[src/common/mmd_pkg.sv]
// Purpose: constants and types shared by the memory map decoder
// Assumes: 22-bit word addresses, 32-bit data words
// Notes: region bounds are inclusive start, exclusive end
package mmd_pkg;
   localparam int unsigned AW = 22;
   localparam int unsigned DW = 32;
   // ----------------------------------------------------------------
   // region bounds
   // ----------------------------------------------------------------
   localparam logic [21:0] LOWVEC_LO = 22'h000000;
   localparam logic [21:0] LOWVEC_HI = 22'h000040;
   localparam logic [21:0] LOWRAM_A_LO = 22'h000000;
   localparam logic [21:0] LOWRAM_B_LO = 22'h000400;
   localparam logic [21:0] LOWRAM_HI = 22'h000800;
   localparam logic [21:0] PF0_LO = 22'h000800;
   localparam logic [21:0] PF0_HI = 22'h002000;
   localparam logic [21:0] TIMER_LO = 22'h000c00;
   localparam logic [21:0] TIMER_HI = 22'h000c40;
   localparam logic [21:0] EXPVEC_LO = 22'h000d00;
   localparam logic [21:0] EXPVEC_HI = 22'h000e00;
   localparam logic [21:0] ACC2CPU_LO = 22'h001480;
   localparam logic [21:0] CPU2ACC_LO = 22'h001500;
   localparam logic [21:0] CPU2ACC_HI = 22'h001580;
   localparam logic [21:0] PF1A_LO = 22'h006000;
   localparam logic [21:0] PF3_LO = 22'h006400;
   localparam logic [21:0] PF1B_LO = 22'h006a00;
   localparam logic [21:0] PF2_LO = 22'h007000;
   localparam logic [21:0] PF2_HI = 22'h008000;
   localparam logic [21:0] SHR_A_LO = 22'h008000;
   localparam logic [21:0] SHR_B_LO = 22'h008800;
   localparam logic [21:0] SHR_C_LO = 22'h008c00;
   localparam logic [21:0] SHR_D_LO = 22'h009000;
   localparam logic [21:0] SHR_HI = 22'h00a000;
   localparam logic [21:0] ACCROM_LO = 22'h00f000;
   localparam logic [21:0] ACCROM_HI = 22'h010000;
   localparam logic [21:0] OTP_LO = 22'h3d7800;
   localparam logic [21:0] PWD_LO = 22'h3d7800;
   localparam logic [21:0] PWD_HI = 22'h3d7c00;
   localparam logic [21:0] CAL_LO = 22'h3d7e00;
   localparam logic [21:0] OTP_HI = 22'h3d7ff0;
   localparam logic [21:0] FLASH_LO = 22'h3e8000;
   localparam logic [21:0] FLASH_HI = 22'h3f8000;
   localparam logic [21:0] SROM_LO = 22'h3f8000;
   localparam logic [21:0] SROM_HI = 22'h3f8800;
   localparam logic [21:0] BROM_LO = 22'h3fd000;
   localparam logic [21:0] BOOTVEC_LO = 22'h3fffc0;
   localparam int unsigned FLASH_SECTORS = 10;
   // ----------------------------------------------------------------
   // timing
   // ----------------------------------------------------------------
   localparam logic [4:0] PF_READ_WAIT = 5'h02;
   localparam logic [4:0] PF1_WW_STALL = 5'h01;
   localparam logic [4:0] PWD_WAIT = 5'h10;
   localparam logic [4:0] OTP_MIN_WAIT = 5'h01;
   localparam logic [4:0] RAND_MIN_WAIT = 5'h01;
   localparam logic [4:0] PF_ORDER_WAIT = 5'h01;
   localparam logic PROT_RESET = 1'b1;

   typedef enum logic [4:0] {
      MMD_R_NONE = 5'h00, MMD_R_LOWVEC = 5'h01, MMD_R_RAM_A = 5'h02,
      MMD_R_RAM_B = 5'h03, MMD_R_PF0 = 5'h04, MMD_R_TIMER = 5'h05,
      MMD_R_EXPVEC = 5'h06, MMD_R_A2C = 5'h07, MMD_R_C2A = 5'h08,
      MMD_R_PF1 = 5'h09, MMD_R_PF2 = 5'h0a, MMD_R_PF3 = 5'h0b,
      MMD_R_SHR_A = 5'h0c, MMD_R_SHR_B = 5'h0d, MMD_R_SHR_C = 5'h0e,
      MMD_R_SHR_D = 5'h0f, MMD_R_ACCROM = 5'h10, MMD_R_OTP = 5'h11,
      MMD_R_PWD = 5'h12, MMD_R_FLASH = 5'h13, MMD_R_SROM = 5'h14,
      MMD_R_BROM = 5'h15, MMD_R_BOOTVEC = 5'h16
   } mmd_region_t;

   // one bus request
   typedef struct packed {
      logic valid;
      logic write;
      logic data_space;
      logic wide;
      logic [AW-1:0] addr;
      logic [DW-1:0] wdata;
   } mmd_req_t;

   // programmable wait states
   typedef struct packed {
      logic [4:0] otp_wait;
      logic [4:0] page_wait;
      logic [4:0] rand_wait;
   } mmd_wait_cfg_t;
endpackage

[src/rtl/mmd_region_decode.sv]
// Purpose: combinational address to region lookup
// Assumes: word addresses on the unified map
// Notes: map steering bits qualify vector windows
`timescale 1ns/1ps
module mmd_region_decode
   import mmd_pkg::*;
(
   // address in
   input wire logic [mmd_pkg::AW-1:0] addr,
   input wire logic data_space,
   // map steering
   input wire logic vector_map_select,
   input wire logic expander_vector_enable,
   // result
   output mmd_region_t region
);
   // in-range check used for every window except the open-ended boot vector and boot rom tops
   function automatic logic in_win(input logic [21:0] a,
                                   input logic [21:0] lo,
                                   input logic [21:0] hi);
      in_win = (a >= lo) && (a < hi);
   endfunction

   // priority chain, narrow windows before wide frames
   always_comb begin
      region = MMD_R_NONE;
      if (in_win(addr, LOWVEC_LO, LOWVEC_HI) && !vector_map_select) begin
         region = MMD_R_LOWVEC; // [RL1]
      end else if (in_win(addr, LOWRAM_A_LO, LOWRAM_B_LO)) begin
         region = MMD_R_RAM_A; // [RL4]
      end else if (in_win(addr, LOWRAM_B_LO, LOWRAM_HI)) begin
         region = MMD_R_RAM_B; // [RL4]
      end else if (in_win(addr, EXPVEC_LO, EXPVEC_HI)) begin
         if (vector_map_select && expander_vector_enable && data_space) begin
            region = MMD_R_EXPVEC; // [RL2]
         end
      end else if (in_win(addr, TIMER_LO, TIMER_HI) && data_space) begin
         region = MMD_R_TIMER; // [RL22]
      end else if (in_win(addr, ACC2CPU_LO, CPU2ACC_LO) && data_space) begin
         region = MMD_R_A2C; // [RL7]
      end else if (in_win(addr, CPU2ACC_LO, CPU2ACC_HI) && data_space) begin
         region = MMD_R_C2A; // [RL8]
      end else if (in_win(addr, PF0_LO, PF0_HI) && data_space) begin
         region = MMD_R_PF0; // [RL23]
      end else if (in_win(addr, PF1A_LO, PF3_LO) && data_space) begin
         region = MMD_R_PF1; // [RL23]
      end else if (in_win(addr, PF3_LO, PF1B_LO) && data_space) begin
         region = MMD_R_PF3;
      end else if (in_win(addr, PF1B_LO, PF2_LO) && data_space) begin
         region = MMD_R_PF1;
      end else if (in_win(addr, PF2_LO, PF2_HI) && data_space) begin
         region = MMD_R_PF2;
      end else if (in_win(addr, SHR_A_LO, SHR_B_LO)) begin
         region = MMD_R_SHR_A; // [RL5]
      end else if (in_win(addr, SHR_B_LO, SHR_C_LO)) begin
         region = MMD_R_SHR_B;
      end else if (in_win(addr, SHR_C_LO, SHR_D_LO)) begin
         region = MMD_R_SHR_C;
      end else if (in_win(addr, SHR_D_LO, SHR_HI)) begin
         region = MMD_R_SHR_D;
      end else if (in_win(addr, ACCROM_LO, ACCROM_HI)) begin
         region = MMD_R_ACCROM;
      end else if (in_win(addr, PWD_LO, PWD_HI)) begin
         region = MMD_R_PWD; // [RL17]
      end else if (in_win(addr, CAL_LO, OTP_HI)) begin
         region = MMD_R_OTP; // [RL15]
      end else if (in_win(addr, FLASH_LO, FLASH_HI)) begin
         region = MMD_R_FLASH; // [RL6]
      end else if (in_win(addr, SROM_LO, SROM_HI)) begin
         region = MMD_R_SROM;
      end else if (addr >= BOOTVEC_LO) begin
         if (vector_map_select) begin
            region = MMD_R_BOOTVEC; // [RL3]
         end else begin
            region = MMD_R_BROM;
         end
      end else if (addr >= BROM_LO) begin
         region = MMD_R_BROM;
      end
   end
endmodule

[src/rtl/mmd_wait_counter.sv]
// Purpose: counts wait states for one access
// Assumes: load and count enable come from the access controller
// Notes: zero is high for as long as the count stays at zero
`timescale 1ns/1ps
module mmd_wait_counter
   import mmd_pkg::*;
(
   // clock and reset
   input wire logic ref_clk,
   input wire logic resetn,
   // control
   input wire logic load,
   input wire logic [4:0] load_val,
   input wire logic hold,
   // status
   output logic zero
);
   logic [4:0] cnt_q;
   logic [4:0] cnt_d;

   // next count: load, hold while ready is withheld, else step down
   always_comb begin
      cnt_d = cnt_q;
      if (load) begin
         cnt_d = load_val;
      end else if (!hold && cnt_q != 5'h00) begin
         cnt_d = cnt_q - 5'h01;
      end
   end

   // count register
   always_ff @(posedge ref_clk or negedge resetn) begin
      if (!resetn) begin
         cnt_q <= 5'h00;
      end else begin
         cnt_q <= cnt_d;
      end
   end

   assign zero = (cnt_q == 5'h00);
endmodule

[src/rtl/mmd_decoder.sv]
// Purpose: steers cpu and accelerator accesses on the unified memory map
// Assumes: single clock, one outstanding access per master
// Notes: the cpu wins when both masters request in the same cycle
`timescale 1ns/1ps

// What this block does
// RL1 - low vector ram only when map select 0
// RL2 - expander vectors need select and enable set
// RL3 - boot vectors at top only when select 1
// RL4 - two 1K low rams, zero wait
// RL5 - four shared rams from 0x8000, zero wait
// RL6 - ten-sector flash with per-sector zone
// RL7 - cpu writes to accelerator-to-cpu ram ignored
// RL8 - accelerator writes to cpu-to-accelerator ram ignored
// RL9 - protected frames keep write-then-read order
// RL10 - order protection programmable, on after reset
// RL11 - frame 1 writes 0 wait, reads 2, ready stretches
// RL12 - back-to-back frame 1 writes stall one cycle
// RL13 - frame 2 fixed timing, no stretching
// RL14 - frame 3 timing, stretched by ready
// RL15 - otp waits programmable, never below one
// RL16 - flash paged min 0, random min 1
// RL17 - password locations fixed sixteen waits
// RL18 - protected writes need allow, blocked after disallow
// RL19 - frame 0 takes 16 and 32-bit accesses
// RL20 - frame 1 on 32-bit peripheral bus
// RL21 - frame 2 on 16-bit peripheral bus
// RL22 - timer block decoded, never write-protected
// RL23 - peripheral frames respond to data space only
// RL24 - reserved regions discard writes, read zero
module mmd_decoder
   import mmd_pkg::*;
(
   // clock and reset
   input wire logic ref_clk,
   input wire logic resetn,
   // cpu request and answer
   input wire mmd_pkg::mmd_req_t cpu_req,
   input wire logic cpu_paged,
   input wire logic cpu_prot_range,
   output logic cpu_ready,
   output logic [mmd_pkg::DW-1:0] cpu_rdata,
   // accelerator request and answer
   input wire mmd_pkg::mmd_req_t acc_req,
   output logic acc_ready,
   // map and protection control
   input wire logic vector_map_select,
   input wire logic expander_vector_enable,
   input wire logic protected_write_allow,
   input wire logic protected_write_disallow,
   input wire logic order_prot_write,
   input wire logic order_prot_val,
   input wire mmd_pkg::mmd_wait_cfg_t wait_cfg,
   input wire logic [mmd_pkg::FLASH_SECTORS-1:0] sector_zone,
   output logic write_allowed,
   output logic order_prot_en,
   // target side
   output mmd_pkg::mmd_region_t tgt_region,
   output logic tgt_sel,
   output logic tgt_we,
   output logic tgt_wide,
   output logic tgt_zone,
   output logic [mmd_pkg::AW-1:0] tgt_addr,
   output logic [mmd_pkg::DW-1:0] tgt_wdata,
   input wire logic [mmd_pkg::DW-1:0] tgt_rdata,
   input wire logic periph_ready
);
   // ----------------------------------------------------------------
   // arbitration and decode
   // ----------------------------------------------------------------
   typedef enum logic [1:0] {
      MMD_IDLE = 2'b00, MMD_WAIT = 2'b01, MMD_DONE = 2'b10
   } mmd_state_t;

   mmd_state_t st_q, st_d;
   mmd_req_t cur_q, cur_d;
   logic own_acc_q, own_acc_d;
   mmd_region_t reg_q, reg_d;
   logic allow_q, allow_d;
   logic oprot_q, oprot_d;
   logic last_pf1w_q, last_pf1w_d;
   logic last_pw_q, last_pw_d;
   logic [AW-1:0] last_addr_q, last_addr_d;
   logic [DW-1:0] rdata_q, rdata_d;
   mmd_req_t pick;
   logic pick_acc;
   mmd_region_t pick_region;
   logic wc_load, wc_zero, wc_hold;
   logic [4:0] wc_val;
   logic keep_write;
   logic [3:0] sec_idx;
   logic [15:0] fl_off;
   logic [3:0] fl_k;

   // cpu first, accelerator otherwise
   always_comb begin
      pick_acc = !cpu_req.valid && acc_req.valid;
      pick = pick_acc ? acc_req : cpu_req;
   end

   mmd_region_decode u_dec (
      .addr(pick.addr),
      .data_space(pick.data_space),
      .vector_map_select(vector_map_select),
      .expander_vector_enable(expander_vector_enable),
      .region(pick_region)
   );

   // is a frame region protected for ordering
   function automatic logic is_pframe(input mmd_region_t r);
      is_pframe = (r == MMD_R_PF1) || (r == MMD_R_PF2) || (r == MMD_R_PF3);
   endfunction

   // wait count per region for the picked access
   function automatic logic [4:0] clamp_min(input logic [4:0] v,
                                            input logic [4:0] m);
      clamp_min = (v < m) ? m : v;
   endfunction

   always_comb begin
      wc_val = 5'h00;
      case (pick_region)
         MMD_R_PF1: begin
            if (pick.write) begin
               wc_val = (last_pf1w_q) ? PF1_WW_STALL : 5'h00; // [RL12]
            end else begin
               wc_val = PF_READ_WAIT; // [RL11]
            end
         end
         MMD_R_PF2, MMD_R_PF3: begin
            wc_val = pick.write ? 5'h00 : PF_READ_WAIT; // [RL13] [RL14]
         end
         MMD_R_OTP: wc_val = clamp_min(wait_cfg.otp_wait, OTP_MIN_WAIT); // [RL15]
         MMD_R_PWD: wc_val = PWD_WAIT; // [RL17]
         MMD_R_FLASH: begin
            if (cpu_paged && !pick_acc) begin
               wc_val = wait_cfg.page_wait; // [RL16]
            end else begin
               wc_val = clamp_min(clamp_min(wait_cfg.rand_wait,
                                  RAND_MIN_WAIT), wait_cfg.page_wait); // [RL16]
            end
         end
         default: wc_val = 5'h00; // [RL4] [RL5] [RL19]
      endcase
      // write then read to another address in a protected frame
      if (oprot_q && last_pw_q && !pick.write && is_pframe(pick_region)
          && pick.addr != last_addr_q) begin
         wc_val = wc_val + PF_ORDER_WAIT; // [RL9]
      end
   end

   // ready stretching only in frames 1 and 3
   assign wc_hold = (st_q == MMD_WAIT) && !periph_ready &&
                    (reg_q == MMD_R_PF1 || reg_q == MMD_R_PF3); // [RL11] [RL14]
   assign wc_load = (st_q == MMD_IDLE) && pick.valid;

   mmd_wait_counter u_wait (
      .ref_clk(ref_clk),
      .resetn(resetn),
      .load(wc_load),
      .load_val(wc_val),
      .hold(wc_hold),
      .zero(wc_zero)
   );

   // ----------------------------------------------------------------
   // write filtering
   // ----------------------------------------------------------------
   always_comb begin
      keep_write = cur_q.write;
      if (reg_q == MMD_R_A2C && !own_acc_q) begin
         keep_write = 1'b0; // [RL7]
      end else if (reg_q == MMD_R_C2A && own_acc_q) begin
         keep_write = 1'b0; // [RL8]
      end else if (cpu_prot_range && !allow_q && !own_acc_q &&
                   reg_q != MMD_R_TIMER) begin
         keep_write = 1'b0; // [RL18] [RL22]
      end
   end

   // ----------------------------------------------------------------
   // state, allow latch, ordering history
   // ----------------------------------------------------------------
   always_comb begin
      st_d = st_q;
      cur_d = cur_q;
      own_acc_d = own_acc_q;
      reg_d = reg_q;
      rdata_d = rdata_q;
      last_pf1w_d = last_pf1w_q;
      last_pw_d = last_pw_q;
      last_addr_d = last_addr_q;
      allow_d = allow_q;
      oprot_d = order_prot_write ? order_prot_val : oprot_q; // [RL10]
      if (protected_write_disallow) begin
         allow_d = 1'b0; // [RL18]
      end else if (protected_write_allow) begin
         allow_d = 1'b1; // [RL18]
      end
      case (st_q)
         MMD_IDLE: begin
            if (pick.valid) begin
               st_d = MMD_WAIT;
               cur_d = pick;
               own_acc_d = pick_acc;
               reg_d = pick_region;
            end else begin
               last_pf1w_d = 1'b0;
               last_pw_d = 1'b0;
            end
         end
         MMD_WAIT: begin
            if (wc_zero && !wc_hold) begin
               st_d = MMD_DONE;
               // reserved space reads zero
               rdata_d = (reg_q == MMD_R_NONE) ? '0 : tgt_rdata; // [RL24]
               last_pf1w_d = cur_q.write && reg_q == MMD_R_PF1;
               last_pw_d = cur_q.write && is_pframe(reg_q);
               last_addr_d = cur_q.addr;
            end
         end
         MMD_DONE: st_d = MMD_IDLE;
         default: st_d = MMD_IDLE;
      endcase
   end

   always_ff @(posedge ref_clk or negedge resetn) begin
      if (!resetn) begin
         st_q <= MMD_IDLE;
         cur_q <= '0;
         own_acc_q <= 1'b0;
         reg_q <= MMD_R_NONE;
         rdata_q <= '0;
         last_pf1w_q <= 1'b0;
         last_pw_q <= 1'b0;
         last_addr_q <= '0;
         allow_q <= 1'b0;
         oprot_q <= PROT_RESET; // [RL10]
      end else begin
         st_q <= st_d;
         cur_q <= cur_d;
         own_acc_q <= own_acc_d;
         reg_q <= reg_d;
         rdata_q <= rdata_d;
         last_pf1w_q <= last_pf1w_d;
         last_pw_q <= last_pw_d;
         last_addr_q <= last_addr_d;
         allow_q <= allow_d;
         oprot_q <= oprot_d;
      end
   end

   // ----------------------------------------------------------------
   // outputs
   // ----------------------------------------------------------------
   // sector from the 4K step inside the array: 4K, 4K, six 8K, 4K, 4K
   assign fl_off = 16'(cur_q.addr - FLASH_LO);
   assign fl_k = fl_off[15:12];
   assign sec_idx = (fl_k < 4'h2) ? fl_k :
                    (fl_k < 4'he) ? ((fl_k - 4'h2) >> 1) + 4'h2 :
                    fl_k - 4'h6;
   assign tgt_zone = (reg_q == MMD_R_FLASH) && sector_zone[sec_idx]; // [RL6]
   assign tgt_region = reg_q;
   assign tgt_sel = (st_q == MMD_WAIT) && reg_q != MMD_R_NONE; // [RL24]
   assign tgt_we = tgt_sel && keep_write;
   // frame 2 is 16 bits wide, frame 1 always 32
   assign tgt_wide = (reg_q == MMD_R_PF2) ? 1'b0 :
                     (reg_q == MMD_R_PF1) ? 1'b1 : cur_q.wide; // [RL20] [RL21]
   assign tgt_addr = cur_q.addr;
   assign tgt_wdata = (reg_q == MMD_R_PF2) ? {16'h0000, cur_q.wdata[15:0]}
                                           : cur_q.wdata;
   assign cpu_ready = (st_q == MMD_DONE) && !own_acc_q;
   assign acc_ready = (st_q == MMD_DONE) && own_acc_q;
   assign cpu_rdata = rdata_q;
   assign write_allowed = allow_q;
   assign order_prot_en = oprot_q;
endmodule

[config.mk]
export PLATFORM = sky130hd
export DESIGN_NAME = mmd_decoder
export DESIGN_NICKNAME = d
export VERILOG_FILES = /design/src/common/mmd_pkg.sv /design/src/rtl/mmd_region_decode.sv /design/src/rtl/mmd_wait_counter.sv /design/src/rtl/mmd_decoder.sv
export SDC_FILE = /design/constraint.sdc
export NUM_CORES = 1
export LEC_CHECK = 0
export BUFFER_PORTS_ARGS = -buffer_cell sky130_fd_sc_hd__buf_2
export CAP_MARGIN = 20
export CORE_MARGIN = 3
export CORE_UTILIZATION = 37
export DETAILED_ROUTE_END_ITERATION = 7
export PLACE_DENSITY = 0.67
export SLEW_MARGIN = 20
export SYNTH_ARGS = -nofsm -noshare
export SYNTH_HDL_FRONTEND = slang
export SYNTH_SLANG_ARGS = --single-unit
[constraint.sdc]
create_clock -name ref_clk -period 7.35 [get_ports ref_clk]
set_input_delay 0.3675 -clock ref_clk [delete_from_list [all_inputs] [get_ports ref_clk]]
set_output_delay 0.3675 -clock ref_clk [all_outputs]
set_load 0.005 [all_outputs]
Word-level counts from Yosys, hierarchy flattened
Index checks and enable logic that the tools add are counted.

Flip-flop bits (word level): 127. Input port bits: 184. Output and inout bits: 99.

$add $sub $neg: 6. Magnitude comparators: 49. Eq/ne operators: 19. Multiplexer cells: 58. Reductions and logical operators: 81.

Operator list (count): 5-bit two-way mux (30); 22-bit greater-or-equal comparator (second input constant) (6); 22-bit by 16-bit greater-or-equal comparator with 1-bit output (second input constant) (5); 22-bit by 16-bit less-than comparator with 1-bit output (second input constant) (5); 22-bit by 15-bit greater-or-equal comparator with 1-bit output (second input constant) (4); 22-bit less-than comparator (second input constant) (4); 22-bit by 12-bit greater-or-equal comparator with 1-bit output (second input constant) (3); 22-bit by 12-bit less-than comparator with 1-bit output (second input constant) (3); 22-bit by 15-bit less-than comparator with 1-bit output (second input constant) (3); 32-bit two-way mux (2); 58-bit two-way mux (1); 1-bit logical AND (55); 22-bit by 13-bit greater-or-equal comparator with 1-bit output (second input constant) (2); 22-bit by 13-bit less-than comparator with 1-bit output (second input constant) (2); 5-bit by 4-bit equality test with 1-bit output (second input constant) (7); 5-bit case mux with 5 select lines (1); 22-bit by 1-bit greater-or-equal comparator with 1-bit output (second input constant) (1); 22-bit by 11-bit greater-or-equal comparator with 1-bit output (second input constant) (1); 22-bit by 11-bit less-than comparator with 1-bit output (second input constant) (1); 22-bit by 14-bit less-than comparator with 1-bit output (second input constant) (1); 22-bit by 17-bit less-than comparator with 1-bit output (second input constant) (1); 22-bit by 7-bit less-than comparator with 1-bit output (second input constant) (1); 22-bit inequality test (1); 5-bit equality test (second input constant) (4); 32 further kinds (69).

Depth between registers and ports, before layout
Word-level depth: 34. Mapped depth: 15. Gate-level depth less buffers: 12.

By module
From an unflattened synthesis, not the netlist that was laid out.

Cells, all modules: 814. Area, all modules: 7442.1 µm².

By module, submodules not included: mmd_decoder (times used 1, cells an instance 708, area each 6685.2 µm²); mmd_region_decode (times used 1, cells an instance 75, area each 462.9 µm²); mmd_wait_counter (times used 1, cells an instance 31, area each 294.0 µm²).

Worst setup path before layout
OpenSTA, ideal clock, no wires.

Path kind: input to register. Start: in cpu_req[53] in the netlist's numbering. End: reg u_wait.cnt_q[1]. Setup time: 0.131 ns. Arrival: 2.627 ns. Slack: 4.593 ns. Stages on the path: 11. Buffers on the path: 0. Cells stage by stage: nor4_1 > mux2i_1 > nor4b_4 > nor3b_1 > o32ai_2 > a41o_1 > o211ai_2 > o21ai_1 > ha_1 > o31ai_1 > a21oi_1.

Cells in the longest elaborated chain, start to end: 32.

Ends and longest elaborated chain: from (decl) (line mmd_decoder.sv:38) `input wire mmd_pkg::mmd_req_t cpu_req,`; 58-bit two-way mux (*) (line mmd_decoder.sv:98) `pick = pick_acc ? acc_req : cpu_req;`; branches (longest 29 deep; another with 22-bit greater-or-equal comparator); 5-bit two-way mux (*) (line mmd_decoder.sv:146) `if (oprot_q && last_pw_q && !pick.write && is_pframe(pick_region)`; 5-bit two-way mux (*) (line mmd_wait_counter.sv:24) `if (load) begin`; to (signal assigned) (line mmd_wait_counter.sv:36) `cnt_q <= cnt_d;`; to (decl) (line mmd_wait_counter.sv:18) `logic [4:0] cnt_q;`.

Every way passes the cells marked *. A chain may end at the register's enable or synchronous reset.

Worst setup path after layout
Start: in cpu_req[57] in the netlist's numbering. End: reg u_wait.cnt_q[1].

Cells in the longest elaborated chain, start to end: 34.

Ends and longest elaborated chain: branches (longest 34 deep; another with 22-bit greater-or-equal comparator).

Parallel ways; which one is timed is not known.

==> results_dict.tcl <==
set metrics [dict create \
    outcome "finished clean" \
    via_count 6751 \
    antenna_cells 0 \
    drive_gt1_share_pct 33.7 \
    layout.cells.non_filler 1312 \
    power.leakage_nw 4.96 \
    period_share_pct 49.6 \
    rows 51 \
    slowest_stage "buf_4" \
    cts-root-buf "clkbuf_16" \
    fin_nets 1228 \
    start_util_pct 38.4 \
    grt_max_degree 104 \
    worstHoldPathType "in2reg" \
    routed_wl_um 23400 \
    async_flop_share_pct 100 \
    place_hpwl_um 18000 \
    max_slew_margin_pct 34.1 \
    dieArea_um2 22300 \
    synth-seq-cells 127 \
    cp_cell_sequence "buf_2 -> nand2b_4 -> buf_4 -> a31oi_1 -> nor4b_1 -> o2111ai_1 -> and3_1 -> nand4b_1 -> o221ai_1 -> o21ai_1 -> ha_1 -> o31ai_1 -> a21oi_1" \
    fin_skew_ns 0.0121 \
    synthDistinctLibCells 74 \
    cts_buffers 17 \
    drc_errors 0 \
    dr.pass1.iters 5 \
    total_power_w 0.00312 \
    drtIter0Drc 432 \
    setup_tns_ns 0 \
    clk_latency_ns 0.42 \
    cts-resized-gates 0 \
    port_buffers 282 \
    drv_cap 0 \
    cp.arrival_ns 3.93 \
    vdd_drop_max_v 0.000166 \
    cts.clk_slew.worst_paths_ns 0.06 \
    gp_congestion 0.957 \
    end_kind "flop" \
    power_density_nw_per_um2 328 \
    grt_pass1_vias 6749 \
    core-area_um2 19800 \
    final_area_um2 9510 \
    cts_buffer_depth 2 \
    top_level_ports 283 \
    synthCells 810 \
    chipHeight_um 149 \
    hold_viol 0 \
    period_minus_slack_ns 3.64 \
    synth_top_flop_cell "dfrtp_1" \
    utilization_pct 48.1 \
    finalSetupViolations 0 \
    cpPeakStageDelay_ns 0.77 \
    yosysWarnings 0 \
    critPathKind "in2reg" \
    synth_edf_count 0 \
    antenna_left 0 \
    rsz0062_at_grt "false" \
    placed_cell_area_um2 8880 \
    wl_per_cell_um 17.8 \
    max_freq_mhz 274 \
    synth.net_count 1004 \
    grt_pass1_wl_um 36200 \
    h-tree-depth 4 \
    cts_tree "yes" \
    cts_sinks 127 \
    area_growth_pct 25.2 \
    antenna_found_initial 0 \
    synth-seq-area-share_pct 41.9 \
    worstPathRequired_ns 7.64 \
    cp-start-kind "input port" \
    fp.dieW_um 149 \
    syn_area_per_cell_um2 9.37 \
    dp_cells 1279 \
    track_usage_pct 20.7 \
    slew_viol_final 0 \
    synth.cell_area_um2 7590 \
    tightest_slew_ns 0.988 \
    gr-total-overflow 0 \
    via_per_inst 5.15 \
    path_max_fanout 58 \
]
worst max-delay path, delay by kind of cell:
family	cells	cell delay, ns
fa+ha+maj	1	0.26
simple gates	4	1.08
compound gates	6	1.22
buf+inv	2	0.99
cells in the mapped netlist (all sizes together) (4+ instances only):
cell | count | share of area (%)
nand2b | 4 | 0.43
dfrtp | 126 | 42
nor4 | 11 | 0.99
inv | 20 | 0.99
nand2 | 143 | 7.1
mux2 | 8 | 1.2
nor4b | 6 | 0.89
a22o | 32 | 3.7
nor2b | 21 | 1.7
nand3 | 14 | 0.92
nor2 | 45 | 2.2
xor2 | 7 | 0.81
and4b | 4 | 0.53
ha | 10 | 1.6
a21oi | 15 | 0.99
a31oi | 9 | 0.91
clkbuf | 30 | 1.5
buf | 54 | 5.3
nand4 | 5 | 0.41
xnor2 | 22 | 2.5
nor3b | 4 | 0.46
mux2i | 71 | 9.7
o21ai | 77 | 5.1
nor3 | 8 | 0.59
a21o | 4 | 0.40
worst paths after layout:
| check | start | endpoint | slack, ns | cells past startpoint |
|---|---|---|---|---|
| min | protected_write_disallow | write_allowed$_DFFE_PN0P_ | 0.10 | 2 |
| max reg2reg | tgt_region[4]$_DFFE_PN0P_ | cpu_rdata[12]$_DFFE_PN0P_ | 4.69 | 6 |
| max in group asynchronous | resetn | cur_q[22]$_DFFE_PN0P_ | 5.55 | 3 |
| max | cpu_req[57] | u_wait.cnt_q[1]$_DFFE_PN0P_ | 3.71 | 13 |
| min in group asynchronous | resetn | tgt_addr[17]$_DFFE_PN0P_ | 0.51 | 2 |
| min reg2reg | cur_q[7]$_DFFE_PN0P_ | cur_q[7]$_DFFE_PN0P_ | 0.47 | 2 |
metal layers:
metal | share of wire [%] | global-route usage [%] | up-vias
met5 | 0 | 0 | -
met4 | 2.0 | 6.27 | 0
met3 | 7.4 | 4.71 | 34
met2 | 49 | 34.8 | 275
met1 | 42 | 26.6 | 3158
li1 | - | - | 3284
cells in the final DEF, fill, tap and decap left out, drive strengths merged, types with 4 or more instances in the layout:
master,n
inv,25
mux2i,71
clkbuf,18
nor2b,21
xnor2,22
nand2b,4
a21o,4
nor3,8
o21ai,77
nor4,11
a22o,32
dfrtp,126
a21oi,15
mux2,8
xor2,7
nand4,5
and4b,4
nor3b,4
nand3,14
a31oi,9
nand2,143
nor4b,6
ha,10
buf,288
nor2,45
per-stage QoR:
stage / setup slack, ns / hold WS (ns)
4_1_cts: 3.69 / 0.0826
3_3_place_gp: 3.41 / 0.396
6_report: 3.71 / 0.102
5_1_grt: 3.38 / 0.0904
2_1_floorplan: 4.59 / 0.0719
3_5_place_dp: 3.26 / 0.396
cells by family after synthesis:
logic type	after synthesis	share of synthesized area (%)
DFF	127	41.9
AOI/OAI and AO/OA	172	15.4
and+or+nand+nor	288	18.8
muxes	80	11.2
xor gates and xnor gates	29	3.35
buffers and inverters	104	7.81
adders and majority gates	10	1.65
where the power goes:
group	internal (W)	switching (W)	total (W)
Clock	0.000540	0.000335	0.000876
Sequential	0.000969	0.000199	0.00117
Combinational	0.000499	0.000578	0.00108
flip-flops by register name, indices dropped and copies added (netlist names):
name and flops:
last_addr_q 22, tgt_region 5, last_pf1w_q 1, st_q 2, cur_q 34, last_pw_q 1, write_allowed 1, own_acc_q 1
order_prot_en 1, u_wait.cnt_q 5, tgt_addr 22, cpu_rdata 32
what timing repair did:
item	CTS	global route
buffers inserted	0	0
hold buffers	1	0
endpoints found under the hold margin	61	0
layout make-up:
class,count,area [µm²]
fillers,1910,10300
multi-input cells,579,3840
flip-flops and latches,127,3180
repair buffers,289,1470
clock buffers,18,429
well taps,265,332
clock inverters,14,183
inverters,20,75.1
No activity file was read; power rests on OpenSTA's default activity.
